`src/pkg/fri_pkg.sv`:
```
`default_nettype none

package fri_pkg;

    // Timing
    localparam int CLK_PERIOD_NS = 100;
    localparam int FETCH_TMO_NS = 10000;
    localparam int FETCH_TMO_CYC = FETCH_TMO_NS / CLK_PERIOD_NS;
    localparam int FETCH_TMO_W = $clog2(FETCH_TMO_CYC + 1);

    // Register byte offsets
    localparam logic [7:0] OFS_STATUS = 8'h00;
    localparam logic [7:0] OFS_CMD = 8'h04;
    localparam logic [7:0] OFS_PROT = 8'h08;
    localparam logic [7:0] OFS_OPTSEC = 8'h0c;
    localparam logic [7:0] OFS_CFG = 8'h10;
    localparam logic [7:0] OFS_IRQ_STAT = 8'h14;
    localparam logic [7:0] OFS_IRQ_MASK = 8'h18;

    // Status register fields
    localparam int ST_MFS_LSB = 0;
    localparam int ST_BUSY_BIT = 4;
    localparam int ST_CMDACT_BIT = 5;
    localparam int ST_CCF_BIT = 7;
    localparam logic [1:0] MFS_DBL = 2'h3;

    // Interrupt status and mask fields
    localparam int IRQ_W = 3;
    localparam int IRQ_INIT_DONE = 0;
    localparam int IRQ_INIT_FAULT = 1;
    localparam int IRQ_CMD_DONE = 2;
    localparam logic [IRQ_W-1:0] IRQ_MASK_RST = 3'h0;

    // Stored word indices and packed field positions
    localparam logic [1:0] IDX_CFG = 2'h0;
    localparam logic [1:0] IDX_PROT = 2'h1;
    localparam logic [1:0] IDX_OPTSEC = 2'h2;
    localparam int PF_LSB = 0;
    localparam int DF_LSB = 8;
    localparam int OPT_LSB = 0;
    localparam int SEC_LSB = 8;

    // Fully protected, secured defaults
    localparam logic [31:0] DEF_BLOCK_CFG = 32'h0000_0000;
    localparam logic [7:0] DEF_PF_PROT = 8'hff;
    localparam logic [7:0] DEF_DF_PROT = 8'hff;
    localparam logic [7:0] DEF_OPTION = 8'hff;
    localparam logic [7:0] DEF_SECURITY = 8'hff;

    localparam logic [2:0] HSIZE_WORD = 3'h2;

    typedef enum logic [1:0] {
        ST_CFG = 2'b00,
        ST_LOAD = 2'b01,
        ST_DEFAULT = 2'b10,
        ST_READY = 2'b11
    } fri_state_t;

endpackage : fri_pkg

`default_nettype wire

```
`src/logic/fri_sequencer.sv`:
```
// Chosen here: the AHB-Lite interface to the registers and the register addresses.
`timescale 1ns/1ns
`default_nettype none

// How it works
// - Each reset loads config, protection, option, security
// - Any load error installs protected secured defaults
// - Double-bit fault sets both fault status bits
// - Command complete flag low during init
// - Early init stalls access; reads served afterwards
// - Flag rises at end; commands accepted then
// - Reset aborts a running flash command at the next clock edge
module fri_sequencer (
    // Clock and reset
    input wire logic sys_clk,
    input wire logic rst_n,
    // AHB-Lite slave
    input wire logic hsel,
    input wire logic [31:0] haddr,
    input wire logic [1:0] htrans,
    input wire logic hwrite,
    input wire logic [2:0] hsize,
    input wire logic [31:0] hwdata,
    input wire logic hready,
    output logic [31:0] hrdata,
    output logic hreadyout,
    output logic hresp,
    // Stored configuration port
    output logic nvm_rd_req_r,
    output logic [1:0] nvm_rd_addr_r,
    input wire logic [31:0] nvm_rd_data,
    input wire logic nvm_rd_valid,
    input wire logic nvm_rd_fault,
    input wire logic nvm_rd_dbl,
    // Loaded configuration
    output logic [31:0] block_config_r,
    output logic [7:0] program_flash_protect_r,
    output logic [7:0] data_flash_protect_r,
    output logic [7:0] flash_option_value_r,
    output logic [7:0] flash_security_value_r,
    // Core and flash array
    output logic cpu_stall_r,
    output logic command_complete_flag_r,
    output logic cmd_active_r,
    output logic [7:0] cmd_opcode_r,
    input wire logic flash_cmd_done,
    // Interrupt
    output logic irq_r
);
    import fri_pkg::*;

    fri_state_t state_r, state_nxt;
    logic [1:0] idx_r;
    logic fetch_go_r;
    logic err_any_r;
    logic [1:0] memory_fault_status_r;
    logic [IRQ_W-1:0] irq_stat_r, irq_mask_r;
    logic dph_r, dph_write_r, dph_word_r;
    logic [7:0] dph_addr_r;

    logic fetch_done, fetch_err, fetch_dbl;
    logic [31:0] fetch_word;

    fri_word_fetch u_fri_word_fetch (
        .sys_clk(sys_clk),
        .rst_n(rst_n),
        .start(fetch_go_r),
        .idx(idx_r),
        .nvm_rd_req_r(nvm_rd_req_r),
        .nvm_rd_addr_r(nvm_rd_addr_r),
        .nvm_rd_data(nvm_rd_data),
        .nvm_rd_valid(nvm_rd_valid),
        .nvm_rd_fault(nvm_rd_fault),
        .nvm_rd_dbl(nvm_rd_dbl),
        .done_r(fetch_done),
        .word_r(fetch_word),
        .err_r(fetch_err),
        .dbl_r(fetch_dbl)
    );

    // Bus decode
    wire ahb_take = hsel && htrans[1] && hready;
    wire complete = dph_r && !cpu_stall_r;
    wire wr_en = complete && dph_write_r && dph_word_r;
    wire wr_status = wr_en && (dph_addr_r == OFS_STATUS);
    wire wr_cmd = wr_en && (dph_addr_r == OFS_CMD);
    wire wr_irq_stat = wr_en && (dph_addr_r == OFS_IRQ_STAT);
    wire wr_irq_mask = wr_en && (dph_addr_r == OFS_IRQ_MASK);

    // Sequencer events
    // A clean last word ends init at once; any error passes through one default cycle
    wire last_word = (idx_r == IDX_OPTSEC);
    wire seq_end = fetch_done && last_word && (state_r == ST_LOAD);
    wire err_total = err_any_r || fetch_err;
    wire enter_ready = (seq_end && !err_total) || (state_r == ST_DEFAULT);
    wire enter_default = seq_end && err_total;
    wire cmd_launch = wr_cmd && command_complete_flag_r && !cmd_active_r;
    wire cmd_finish = cmd_active_r && flash_cmd_done;

    always_comb begin
        state_nxt = state_r;
        unique case (state_r)
            ST_CFG: begin
                if (fetch_done) begin
                    state_nxt = ST_LOAD;
                end
            end
            ST_LOAD: begin
                if (enter_default) begin
                    state_nxt = ST_DEFAULT;
                end else if (seq_end) begin
                    state_nxt = ST_READY;
                end
            end
            ST_DEFAULT: state_nxt = ST_READY;
            ST_READY: state_nxt = ST_READY;
        endcase
    end

    // Sticky bits: hardware set wins over a write-one clear
    wire [IRQ_W-1:0] irq_ev;
    assign irq_ev[IRQ_INIT_DONE] = enter_ready;
    assign irq_ev[IRQ_INIT_FAULT] = enter_default;
    assign irq_ev[IRQ_CMD_DONE] = cmd_finish;
    wire [IRQ_W-1:0] irq_clr = wr_irq_stat ? hwdata[IRQ_W-1:0] : '0;
    wire [IRQ_W-1:0] irq_stat_nxt = (irq_stat_r & ~irq_clr) | irq_ev;
    wire [1:0] mfs_clr = wr_status ? hwdata[ST_MFS_LSB+1:ST_MFS_LSB] : 2'h0;
    wire [1:0] mfs_set = (fetch_done && fetch_dbl) ? MFS_DBL : 2'h0;
    wire [1:0] memory_fault_status_nxt = (memory_fault_status_r & ~mfs_clr) | mfs_set;

    // Read data
    wire [31:0] rd_status = {24'h0, command_complete_flag_r, 1'b0, cmd_active_r,
        state_r != ST_READY, 2'h0, memory_fault_status_r};
    wire [31:0] rd_prot = {16'h0, data_flash_protect_r, program_flash_protect_r};
    wire [31:0] rd_optsec = {16'h0, flash_security_value_r, flash_option_value_r};
    wire [31:0] rd_mux =
        (dph_addr_r == OFS_STATUS) ? rd_status :
        (dph_addr_r == OFS_CMD) ? {24'h0, cmd_opcode_r} :
        (dph_addr_r == OFS_PROT) ? rd_prot :
        (dph_addr_r == OFS_OPTSEC) ? rd_optsec :
        (dph_addr_r == OFS_CFG) ? block_config_r :
        (dph_addr_r == OFS_IRQ_STAT) ? {29'h0, irq_stat_r} :
        (dph_addr_r == OFS_IRQ_MASK) ? {29'h0, irq_mask_r} : 32'h0000_0000;

    // Sequencer control
    always_ff @(posedge sys_clk) begin
        if (!rst_n) begin
            state_r <= ST_CFG;
            idx_r <= IDX_CFG;
            fetch_go_r <= 1'b1;
            err_any_r <= 1'b0;
            cpu_stall_r <= 1'b1;
        end else begin
            state_r <= state_nxt;
            fetch_go_r <= fetch_done && !last_word;
            if (fetch_done && !last_word) begin
                idx_r <= idx_r + 2'h1;
            end
            if (fetch_done) begin
                err_any_r <= err_total;
            end
            // Reads may proceed while the remaining words are still loading
            if (state_r == ST_CFG && fetch_done) begin
                cpu_stall_r <= 1'b0;
            end
        end
    end

    // Loaded values, defaults on any error
    always_ff @(posedge sys_clk) begin
        if (!rst_n) begin
            block_config_r <= DEF_BLOCK_CFG;
            program_flash_protect_r <= DEF_PF_PROT;
            data_flash_protect_r <= DEF_DF_PROT;
            flash_option_value_r <= DEF_OPTION;
            flash_security_value_r <= DEF_SECURITY;
        end else if (state_r == ST_DEFAULT) begin
            block_config_r <= DEF_BLOCK_CFG;
            program_flash_protect_r <= DEF_PF_PROT;
            data_flash_protect_r <= DEF_DF_PROT;
            flash_option_value_r <= DEF_OPTION;
            flash_security_value_r <= DEF_SECURITY;
        end else if (fetch_done && !fetch_err) begin
            if (idx_r == IDX_CFG) begin
                block_config_r <= fetch_word;
            end
            if (idx_r == IDX_PROT) begin
                program_flash_protect_r <= fetch_word[PF_LSB+7:PF_LSB];
                data_flash_protect_r <= fetch_word[DF_LSB+7:DF_LSB];
            end
            if (idx_r == IDX_OPTSEC) begin
                flash_option_value_r <= fetch_word[OPT_LSB+7:OPT_LSB];
                flash_security_value_r <= fetch_word[SEC_LSB+7:SEC_LSB];
            end
        end
    end

    // Command flag and command execution
    always_ff @(posedge sys_clk) begin
        if (!rst_n) begin
            command_complete_flag_r <= 1'b0;
            cmd_active_r <= 1'b0;
            cmd_opcode_r <= 8'h00;
            memory_fault_status_r <= 2'h0;
        end else begin
            memory_fault_status_r <= memory_fault_status_nxt;
            if (enter_ready || cmd_finish) begin
                command_complete_flag_r <= 1'b1;
            end else if (cmd_launch) begin
                command_complete_flag_r <= 1'b0;
            end
            if (cmd_launch) begin
                cmd_active_r <= 1'b1;
                cmd_opcode_r <= hwdata[7:0];
            end else if (cmd_finish) begin
                cmd_active_r <= 1'b0;
            end
        end
    end

    // Bus slave: one wait state, longer while the stall holds
    always_ff @(posedge sys_clk) begin
        if (!rst_n) begin
            dph_r <= 1'b0;
            dph_write_r <= 1'b0;
            dph_word_r <= 1'b0;
            dph_addr_r <= 8'h00;
            hreadyout <= 1'b1;
            hrdata <= 32'h0000_0000;
            hresp <= 1'b0;
        end else if (ahb_take) begin
            dph_r <= 1'b1;
            dph_write_r <= hwrite;
            dph_word_r <= (hsize == HSIZE_WORD);
            dph_addr_r <= (haddr[31:8] == 24'h0) ? haddr[7:0] : 8'hff;
            hreadyout <= 1'b0;
        end else if (complete) begin
            dph_r <= 1'b0;
            hreadyout <= 1'b1;
            hrdata <= dph_write_r ? hrdata : rd_mux;
        end
    end

    // Interrupt registers
    always_ff @(posedge sys_clk) begin
        if (!rst_n) begin
            irq_stat_r <= '0;
            irq_mask_r <= IRQ_MASK_RST;
            irq_r <= 1'b0;
        end else begin
            irq_stat_r <= irq_stat_nxt;
            if (wr_irq_mask) begin
                irq_mask_r <= hwdata[IRQ_W-1:0];
            end
            irq_r <= |(irq_stat_r & irq_mask_r);
        end
    end
endmodule : fri_sequencer

`default_nettype wire

```
`src/logic/fri_word_fetch.sv`:
```
`timescale 1ns/1ns
`default_nettype none

module fri_word_fetch (
    // Clock and reset
    input wire logic sys_clk,
    input wire logic rst_n,
    // Request from sequencer
    input wire logic start,
    input wire logic [1:0] idx,
    // Stored configuration port
    output logic nvm_rd_req_r,
    output logic [1:0] nvm_rd_addr_r,
    input wire logic [31:0] nvm_rd_data,
    input wire logic nvm_rd_valid,
    input wire logic nvm_rd_fault,
    input wire logic nvm_rd_dbl,
    // Result
    output logic done_r,
    output logic [31:0] word_r,
    output logic err_r,
    output logic dbl_r
);
    import fri_pkg::*;

    logic [FETCH_TMO_W-1:0] cnt_r;
    wire timeout = nvm_rd_req_r && (cnt_r == FETCH_TMO_W'(FETCH_TMO_CYC - 1));
    wire got = nvm_rd_req_r && nvm_rd_valid;

    always_ff @(posedge sys_clk) begin
        if (!rst_n) begin
            nvm_rd_req_r <= 1'b0;
            nvm_rd_addr_r <= 2'h0;
            cnt_r <= '0;
            done_r <= 1'b0;
            word_r <= 32'h0000_0000;
            err_r <= 1'b0;
            dbl_r <= 1'b0;
        end else begin
            done_r <= got || timeout;
            if (start) begin
                nvm_rd_req_r <= 1'b1;
                nvm_rd_addr_r <= idx;
                cnt_r <= '0;
            end else if (got) begin
                nvm_rd_req_r <= 1'b0;
                word_r <= nvm_rd_data;
                err_r <= nvm_rd_fault || nvm_rd_dbl;
                dbl_r <= nvm_rd_dbl;
            end else if (timeout) begin
                // A silent store counts as a load error
                nvm_rd_req_r <= 1'b0;
                err_r <= 1'b1;
                dbl_r <= 1'b0;
            end else if (nvm_rd_req_r) begin
                cnt_r <= cnt_r + 1'b1;
            end
        end
    end

endmodule : fri_word_fetch

`default_nettype wire

```
`config.mk`:
```
export PLATFORM = sky130hd
export DESIGN_NAME = fri_sequencer
export DESIGN_NICKNAME = d
export VERILOG_FILES = /design/src/pkg/fri_pkg.sv /design/src/logic/fri_sequencer.sv /design/src/logic/fri_word_fetch.sv
export SDC_FILE = /design/constraint.sdc
export NUM_CORES = 1
export LEC_CHECK = 0
export BUFFER_PORTS_ARGS = -buffer_cell sky130_fd_sc_hd__buf_2
export CAP_MARGIN = 20
export CORE_MARGIN = 2
export CORE_UTILIZATION = 30
export DETAILED_ROUTE_END_ITERATION = 10
export GPL_TIMING_DRIVEN = 0
export PLACE_DENSITY = 0.5
export SYNTH_ARGS = -nofsm -noshare
export SYNTH_HDL_FRONTEND = slang
export SYNTH_SLANG_ARGS = --single-unit
```
`constraint.sdc`:
```
create_clock -name sys_clk -period 3.4 [get_ports sys_clk]
set_input_delay 0.51 -clock sys_clk [delete_from_list [all_inputs] [get_ports sys_clk]]
set_output_delay 0.51 -clock sys_clk [all_outputs]
set_load 0.05 [all_outputs]
```
==> impl_metrics.py, run 1 <==
metrics = {
    "status": {
        "outcome": "finished, final reports clean",
    },
    "yosys": {
        "synth_ff_type": "dfxtp_1",
        "syn-instance-count": 876,
        "syn_area_per_cell_um2": 8.14,
        "yosys.area.top_type": "dfxtp_1",
        "synth_cell_types": 55,
        "synth_top_area_share_pct": 50.2,
        "synth_nets": 990,
        "yosysMostFrequentCell": "nand2_1",
        "yosysWarnings": 0,
        "synth-seq-cells": 179,
        "synth.area.top_cells": "dfxtp_1 (50%), nand2_1 (12%), a21oi_1 (6.0%)",
        "synth_edf_count": 0,
        "netlist_area_um2": 7130,
        "synthArstFlopShare_pct": 0,
        "ys_top_cells_by_count": "nand2_1 (227), dfxtp_1 (179), a21oi_1 (86), nor2_1 (82), nand3_1 (45)",
        "yosysSeqAreaShare_pct": 50.2,
    },
    "floorplan": {
        "start_util_pct": 30.5,
        "die_y_um": 158,
        "io_pins": 223,
        "die-area_um2": 25000,
        "core_region_area_um2": 23400,
        "rows": 56,
        "dieWidth_um": 158,
    },
    "worst_setup_path": {
        "crit_path_top_delay_cell": "nor3_1",
        "startpoint_type": "register",
        "crit_chain": "buf_4 -> inv_1 -> nor3_1 -> a21oi_1 -> o21ai_1",
        "critPathMaxFanout": 10,
        "cp_slowest_stage_delay_ns": 0.83,
        "rr_startpoint": "dph_addr_r[3]",
        "path_delay_family": "simple AND/OR/NAND/NOR gates",
        "critical_path_class": "register to register",
        "ff2ff_path_depth": 5,
        "worst_r2r_endpoint": "hrdata[8]",
        "crit_path_end_kind": "register",
        "r2r_slack_ns": 1.47,
        "crit_arrival_ns": 2.29,
        "cp_num_buf_inv": 2,
        "crit_required_ns": 3.76,
    },
    "cells_and_area": {
        "n_fill_cell": 2533,
        "fin_area_um2": 9100,
        "area_delta_synth_final_pct": 27.6,
        "layout-drive-gt1-share_pct": 23.9,
        "nets": 1204,
        "finalCoreUtilization_pct": 38.9,
        "stdcell_count": 1427,
    },
    "power_and_ir_drop": {
        "power_frac_clock_pct": 44.8,
        "swShare_pct": 25.2,
        "finalPower_mw": 4.43,
        "seqPwrFrac_pct": 48.4,
        "power_switching_mw": 1.11,
        "p_leak_nw": 3.73,
        "pwr-share-comb_pct": 6.8,
        "intPower_mw": 3.32,
        "vdd_drop_max_uv": 281,
        "power_density_nw_per_um2": 487,
    },
    "cts": {
        "ctsHoldBuffers": 0,
        "cts.sinks": 179,
        "cts_tree": "yes",
        "clockRootBuffer": "clkbuf_16",
        "h-tree-depth": 4,
        "cts_setup_buffers": 0,
        "cts_buffers": 17,
        "post_cts_resized": 0,
        "clk_latency_ns": 0.43,
        "clk_pin_slew_ns": 0.07,
        "clockBufferDepth": 2,
    },
    "timing": {
        "slew_violations": 0,
        "fin_skew_ns": 0.0130,
        "min_period_ns": 1.93,
        "max_slew_margin_pct": 30.4,
        "finalCritPeriodShare_pct": 56.7,
        "finalSetupViolCount": 0,
        "worstMarginPinSlew_ns": 1.04,
        "clock.fmax_mhz": 519,
        "worst_slack_ns": 1.47,
        "finalHoldViolCount": 0,
        "rsz0062_at_grt": "false",
        "whs_ns": 0.284,
        "fin_tns_setup_ns": 0,
    },
    "worst_hold_path": {
        "hold_class": "input port to register",
        "min_to": "dph_addr_r[5]",
        "whs_path_depth": 3,
        "hold_path_startpoint": "haddr[5]",
    },
    "global_route": {
        "overflow": 0,
        "grt_pass1_vias": 6508,
        "grt.total_usage_pct": 19.5,
        "antenna_found_initial": 6,
        "grt_max_degree": 17,
        "grt_pass1_wl_mm": 36.9,
    },
    "routing": {
        "drt_iter0_markers": 407,
        "drt-total-wl_mm": 23.9,
        "vias": 6759,
        "drt-pass1-iter-count": 5,
        "drt-wirelength-per-cell_um": 16.8,
        "drtAntennaViolNets": 0,
        "avgViaCountPerCell": 4.74,
        "drc": 0,
    },
    "placement": {
        "port_buffers": 195,
        "post_dp_cell_area_um2": 8510,
        "place_ws_ns": 1.09,
        "dp.cells": 1390,
        "dp_hpwl_mm": 18.3,
        "place.gp.congestion": 0.852,
    },
    "job": {
        "maxCapViolCount": 0,
    },
}
==> worst max-delay path by stage <==
stage,from,endpoint,slack [ns],cells past startpoint
floorplan,cpu_stall_r,hrdata[18],1.70,6
global placement,rst_n,hrdata[7],1.08,6
detailed placement,rst_n,hrdata[16],1.09,5
CTS,dph_addr_r[2],hrdata[8],1.45,5
global route,dph_addr_r[2],hrdata[8],1.33,5
finish,dph_addr_r[3],hrdata[8],1.47,5
==> cell families (layout without fill, tap and decap cells) <==
kind of cell             Yosys count  after routing  synth area share [%]
AO/OA/AOI/OAI                    181            181                  15.2
XOR/XNOR                           7              7                 0.860
adder cells (fa/ha/maj)            4              4                 0.702
buffers and inverters             70            297                  4.88
flip-flops                       179            179                  50.2
multiplexers                      15             15                  2.10
other                              1              6                0.0526
AND/OR/NAND/NOR                  419            419                  26.0
==> per-layer routing <==
layer	global-route usage (%)	vias up	wire length, um
met5	0	-	30
met4	5.32	4	323
met3	5.78	28	1600
met2	30.4	193	10600
met1	26.2	3127	11400
li1	-	3407	-
==> cell type report <==
type | instances | area [um^2] | share of cell area [%]
clock buffer | 18 | 429 | 4.71
multi-input combinational | 627 | 3200 | 35.2
tap | 319 | 399 | 4.38
clock inverter | 14 | 153 | 1.68
antenna | 5 | 12.5 | 0.137
buffer | 58 | 303 | 3.33
sequential | 179 | 3580 | 39.4
timing repair buffer | 195 | 976 | 10.7
inverter | 12 | 45.0 | 0.495
==> registers in the layout, summed over array words and instances (netlist names), 3 cells and up <==
register / count
block_config_r: 32
cmd_opcode_r: 8
data_flash_protect_r: 8
dph_addr_r: 8
flash_option_value_r: 8
flash_security_value_r: 8
hrdata: 32
irq_mask_r: 3
irq_stat_r: 3
program_flash_protect_r: 8
u_fri_word_fetch.cnt_r: 7
u_fri_word_fetch.word_r: 32
==> cell usage in the layout, fill, tap and decap left out, types with 9 or more instances in the layout <==
| cell type | synthesis | final |
|---|---|---|
| nor3_1 | 9 | 9 |
| clkbuf_16 | 0 | 17 |
| o21ai_1 | 10 | 10 |
| a21oi_1 | 86 | 86 |
| inv_1 | 11 | 11 |
| mux2i_1 | 15 | 15 |
| nand3_1 | 45 | 45 |
| a22oi_1 | 34 | 34 |
| nor2_1 | 82 | 82 |
| nor4_1 | 10 | 10 |
| buf_2 | 13 | 208 |
| dfxtp_1 | 179 | 179 |
| nand2_1 | 227 | 227 |
| clkbuf_1 | 34 | 35 |
| o21ai_0 | 25 | 25 |
==> tightest hold or removal path: stages <==
cell and delay, ns:
buf_2 0.08, nor2_1 0.04, nor2_1 0.06
==> power groups by stage <==
stage                     Clock, mW  Sequential, mW  Combinational [mW]
after global routing           2.11            2.15               0.336
after detailed placement          0            2.19               0.302
after CTS                      2.03            2.14               0.304
after global placement            0            2.19               0.302
final                          1.98            2.14               0.302
after floorplan                   0            2.20               0.162
Note: power is estimated with default switching activity, not from simulation.
==> run 2, diff against run 1 <==
clock period = 2 ns   (was 3.4 ns; I/O delays follow)
==> run 2 against run 1 <==
Effect of this change: critical path type unchanged; highest routed layer unchanged; largest power group unchanged; combinational power rose by 70%; clock skew shrank 0.00079 ns; utilization increased by 0.053 points; critical endpoint is now hrdata[7]; clock power is 70% higher; via count fell by 0.12%; final cell count unchanged; power grew 70%.
==> impl_metrics.py, run 2 (same netlist as run 1, synthesis figures left out) <==
metrics = {
    "global_route": {
        "grt.total_usage_pct": 19.5,
        "grt_pass1_vias": 6506,
        "grt_pass1_wl_mm": 36.9,
        "overflow": 0,
        "antenna_found_initial": 6,
        "grt_max_degree": 17,
    },
    "routing": {
        "drt-total-wl_mm": 24.0,
        "avgViaCountPerCell": 4.73,
        "drt-wirelength-per-cell_um": 16.8,
        "vias": 6751,
        "drc": 0,
        "drt-pass1-iter-count": 5,
        "drt_iter0_markers": 435,
        "drtAntennaViolNets": 0,
    },
    "floorplan": {
        "start_util_pct": 30.5,
        "core_region_area_um2": 23400,
        "dieWidth_um": 158,
        "rows": 56,
        "io_pins": 223,
        "die-area_um2": 25000,
        "die_y_um": 158,
    },
    "cts": {
        "clockRootBuffer": "clkbuf_16",
        "cts.sinks": 179,
        "post_cts_resized": 0,
        "clk_latency_ns": 0.43,
        "cts_tree": "yes",
        "ctsHoldBuffers": 0,
        "clk_pin_slew_ns": 0.07,
        "cts_buffers": 17,
        "cts_setup_buffers": 0,
        "clockBufferDepth": 2,
        "h-tree-depth": 4,
    },
    "placement": {
        "dp_hpwl_mm": 18.3,
        "port_buffers": 195,
        "place.gp.congestion": 0.852,
        "post_dp_cell_area_um2": 8510,
    },
    "worst_setup_path": {
        "startpoint_type": "register",
        "critical_path_class": "register to register",
        "rr_startpoint": "dph_addr_r[4]",
        "critPathMaxFanout": 10,
        "crit_arrival_ns": 2.10,
        "crit_path_start": "dph_addr_r[4]",
        "crit_path_end_kind": "register",
        "crit_required_ns": 2.29,
    },
    "timing": {
        "slew_violations": 0,
        "finalCritPeriodShare_pct": 90.4,
        "finalSetupViolCount": 0,
        "finalHoldViolCount": 0,
        "worstMarginPinSlew_ns": 0.857,
        "min_period_ns": 1.81,
        "rsz0062_at_grt": "false",
        "clock.fmax_mhz": 553,
        "fin_skew_ns": 0.0122,
        "max_slew_margin_pct": 42.4,
    },
    "cells_and_area": {
        "regArea_um2": 3580,
        "final_cell_mix": "nand2_1 (227), buf_2 (208), dfxtp_1 (179)",
        "multi_input_area_um2": 3210,
        "nets": 1204,
        "area_delta_synth_final_pct": 27.8,
        "fin_area_um2": 9110,
        "final_common_cell": "nand2_1",
        "layout-drive-gt1-share_pct": 24.2,
        "finalCoreUtilization_pct": 38.9,
        "top_regs": "block_config_r: 32 flops, hrdata: 32 flops, u_fri_word_fetch.word_r: 32 flops",
        "n_fill_cell": 2535,
    },
    "worst_hold_path": {
        "hold_class": "input port to register",
        "hold_path_startpoint": "haddr[5]",
    },
    "power_and_ir_drop": {
        "p_leak_nw": 3.73,
        "power_density_nw_per_um2": 826,
        "vdd_drop_max_uv": 478,
    },
    "job": {
        "maxCapViolCount": 0,
    },
    "status": {
        "outcome": "finished, final reports clean",
    },
}
run 2: changes by cell type in the layout (fill, tap and decap cells not counted):
cell | before | now
nor2_2 | 0 | 1
nor3_1 | 9 | 7
nor2_1 | 82 | 81
nor3_2 | 1 | 3
run 2: critical path: stages (launching register included):
cell	delay, ns
dfxtp_1	0.37
buf_2	0.23
nor2b_1	0.08
buf_2	0.20
a22oi_1	0.29
nor3_1	0.10
o21ai_0	0.29
o21ai_1	0.11
run 2: stage by stage:
step / worst slack (ns) / TNS [ns] / hold WS, ns / total power [mW] / cells
global placement: -0.109 / -1.10 / 0.436 / 4.24 / 1390
detailed placement: -0.105 / -1.08 / 0.438 / 4.24 / 1390
finish: 0.193 / 0 / 0.0786 / 7.53 / 1427
CTS: 0.0514 / 0 / 0.0641 / 7.61 / 1422
floorplan: 0.303 / 0 / 0.421 / 4.02 / 876
global route: 0.0544 / 0 / 0.0869 / 7.81 / 1422
run 2: worst paths after layout:
check,end,cells past startpoint,slack (ns)
worst max register to register,hrdata[7],7,0.19
worst min-delay path,dph_addr_r[5],3,0.08
worst max-delay path,hrdata[7],7,0.19
worst min register to register,hrdata[8],2,0.44
run 2: final cells by class:
cell class                 count  area share [%]
sequential                   179            39.3
clock buffer                  18            4.71
timing repair buffer         195            10.7
clock inverter                14            1.67
inverter                      12           0.494
tap                          319            4.38
multi-input combinational    627            35.3
buffer                        58            3.32
antenna                        5           0.137
run 2: power breakdown:
group / switching, mW / leakage [nW] / internal (mW)
Sequential: 0.0417 / 1.45 / 3.60
Combinational: 0.339 / 2.01 / 0.175
Clock: 1.51 / 0.274 / 1.86
Total: 1.89 / 3.73 / 5.64
run 2: per-layer routing:
| metal | up-vias | GRT usage, % | part of all wire (%) | wire length (um) |
|---|---|---|---|---|
| li1 | 3409 | - | - | - |
| met5 | - | 0 | 0.13 | 30 |
| met1 | 3111 | 26.3 | 47 | 11300 |
| met4 | 4 | 5.32 | 1.3 | 320 |
| met3 | 28 | 5.78 | 7.2 | 1730 |
| met2 | 199 | 30.3 | 44 | 10600 |
==> run 3, diff against run 2 <==
HOLD_SLACK_MARGIN = 0.08   (was unset)
REMOVE_ABC_BUFFERS = 1   (was unset)
==> run 3 against run 2 <==
Effect of this change: global-route usage shrank 1.3 points; worst hold slack gained 0.016 ns; setup slack lost 0.031 ns; non-clock buffer count shrank 44; sequential share of layout area grew 0.28 points; power grew 1.4%; clock power grew 3%; clock skew grew 0.0017 ns; utilization shrank 0.21 points; critical path type unchanged; largest power group unchanged.
==> impl_metrics.py, run 3 (same netlist as run 1, synthesis figures left out) <==
metrics = {
    "status": {
        "outcome": "finished, final reports clean",
    },
    "timing": {
        "fin_skew_ns": 0.0138,
        "finalCritPeriodShare_pct": 91.9,
        "min_period_ns": 1.84,
        "max_slew_margin_pct": 45.2,
        "finalSetupViolCount": 0,
        "clock.fmax_mhz": 544,
        "rsz0062_at_grt": "false",
        "fin_tns_setup_ns": 0,
        "slew_violations": 0,
        "worst_slack_ns": 0.162,
        "worstMarginPinSlew_ns": 0.815,
        "finalHoldViolCount": 0,
        "whs_ns": 0.0942,
    },
    "global_route": {
        "grt_max_degree": 51,
        "antenna_found_initial": 6,
        "grt_pass1_wl_mm": 34.6,
        "overflow": 0,
        "grt_pass1_vias": 6078,
        "grt.total_usage_pct": 18.1,
    },
    "worst_setup_path": {
        "cp_slowest_stage_delay_ns": 0.62,
        "ff2ff_path_depth": 5,
        "crit_required_ns": 2.37,
        "startpoint_type": "register",
        "crit_path_end_kind": "register",
        "rr_startpoint": "dph_addr_r[4]",
        "crit_path_top_delay_cell": "dfxtp_2",
        "critPathMaxFanout": 21,
        "r2r_slack_ns": 0.16,
        "worst_r2r_endpoint": "hrdata[7]",
        "crit_arrival_ns": 2.20,
        "crit_chain": "nor2b_2 -> a22oi_1 -> nor3_1 -> o21ai_0 -> o21ai_1",
        "crit_path_start": "dph_addr_r[4]",
        "critical_path_class": "register to register",
    },
    "placement": {
        "place_ws_ns": -0.517,
        "dp_hpwl_mm": 15.9,
        "port_buffers": 196,
        "place.gp.congestion": 0.800,
    },
    "worst_hold_path": {
        "hold_path_startpoint": "haddr[1]",
        "whs_path_depth": 3,
        "hold_class": "input port to register",
        "min_to": "dph_addr_r[1]",
    },
    "cells_and_area": {
        "nets": 1160,
        "layout-drive-gt1-share_pct": 24.8,
        "area_delta_synth_final_pct": 27.1,
        "final_common_cell": "nand2_1",
        "final_cell_mix": "nand2_1 (225), buf_2 (197), dfxtp_1 (176)",
        "top_regs": "block_config_r: 32 flops, hrdata: 32 flops, u_fri_word_fetch.word_r: 32 flops",
    },
    "floorplan": {
        "start_util_pct": 30.5,
        "dieWidth_um": 158,
        "core_region_area_um2": 23400,
        "rows": 56,
        "io_pins": 223,
        "die_y_um": 158,
        "die-area_um2": 25000,
    },
    "routing": {
        "drt_iter0_markers": 347,
        "m1WireLength_mm": 10.5,
        "dr_wl_met3_mm": 1.21,
        "drt-total-wl_mm": 22.6,
        "drt-pass1-iter-count": 5,
        "avgViaCountPerCell": 4.72,
        "drt-wirelength-per-cell_um": 16.3,
        "highest_layer": "met5",
        "drc": 0,
        "drtAntennaViolNets": 0,
        "met2_length_mm": 10.4,
        "vias": 6508,
    },
    "cts": {
        "cts.sinks": 179,
        "clockBufferDepth": 2,
        "cts_setup_buffers": 0,
        "clockRootBuffer": "clkbuf_16",
        "cts_tree": "yes",
        "h-tree-depth": 4,
        "clk_latency_ns": 0.44,
        "clk_pin_slew_ns": 0.07,
        "cts_buffers": 17,
    },
    "power_and_ir_drop": {
        "p_leak_nw": 3.69,
        "power_density_nw_per_um2": 842,
        "vdd_drop_max_uv": 477,
    },
    "job": {
        "maxCapViolCount": 0,
    },
}
-- run 3: changes by cell type in the layout (fill, tap and decap cells not counted), moves of 4 or more --
cell,change
buf_4,-6
clkbuf_1,-35
buf_16,+4
dlygate4sd3_1,+5
buf_6,-4
buf_2,-11
-- run 3: worst max-delay path: cells and delay by family (launching register included) --
family	cells	cell delay, ns
AO/OA/AOI/OAI	3	0.37
flip-flops	1	0.62
AND/OR/NAND/NOR	2	0.77
-- run 3: per-layer routing --
| layer | vias to the layer above | global-route usage, % |
|---|---|---|
| met1 | 2991 | 23.5 |
| met4 | 6 | 6.09 |
| met2 | 157 | 29.3 |
| li1 | 3313 | - |
| met5 | - | 0 |
| met3 | 41 | 4.85 |
-- run 3: worst max-delay path by stage --
| stage | to | slack, ns | depth (start not counted) |
|---|---|---|---|
| finish | hrdata[7] | 0.16 | 5 |
| global route | hrdata[7] | 0.002 | 5 |
| CTS | block_config_r[15] | 0.03 | 5 |
| detailed placement | hrdata[8] | -0.52 | 5 |
| global placement | hrdata[8] | -0.93 | 4 |
| floorplan | hrdata[2] | -0.06 | 4 |
-- run 3: area by class of cell --
| class | count | area (um^2) |
|---|---|---|
| Fill cell | 2538 | 14300 |
| Timing Repair Buffer | 209 | 1190 |
| Clock buffer | 17 | 425 |
| Inverter | 12 | 47.5 |
| Sequential cell | 179 | 3590 |
| Clock inverter | 15 | 180 |
| Antenna cell | 2 | 5.00 |
| Tap cell | 319 | 399 |
| Multi-Input combinational cell | 627 | 3230 |
-- run 3: report_power, final --
group / switching (mW) / internal [mW]
Sequential: 0.0587 / 3.60
Combinational: 0.311 / 0.179
Clock: 1.50 / 1.98
-- run 3: per-stage QoR --
step,power [mW],cells,utilization (%),area (um^2)
after floorplan,3.98,818,-,6830
after global placement,4.20,1333,35.1,8210
after detailed placement,4.23,1341,35.8,8380
after CTS,7.73,1378,38.7,9050
after global routing,7.92,1379,38.7,9060
final,7.63,1380,38.7,9070
-- run 3: repair_timing --
item                                    CTS  global route
gates resized for setup                   7             5
hold buffers                              5             0
endpoints found under the setup margin   44            39
endpoints found under the hold margin     5             0
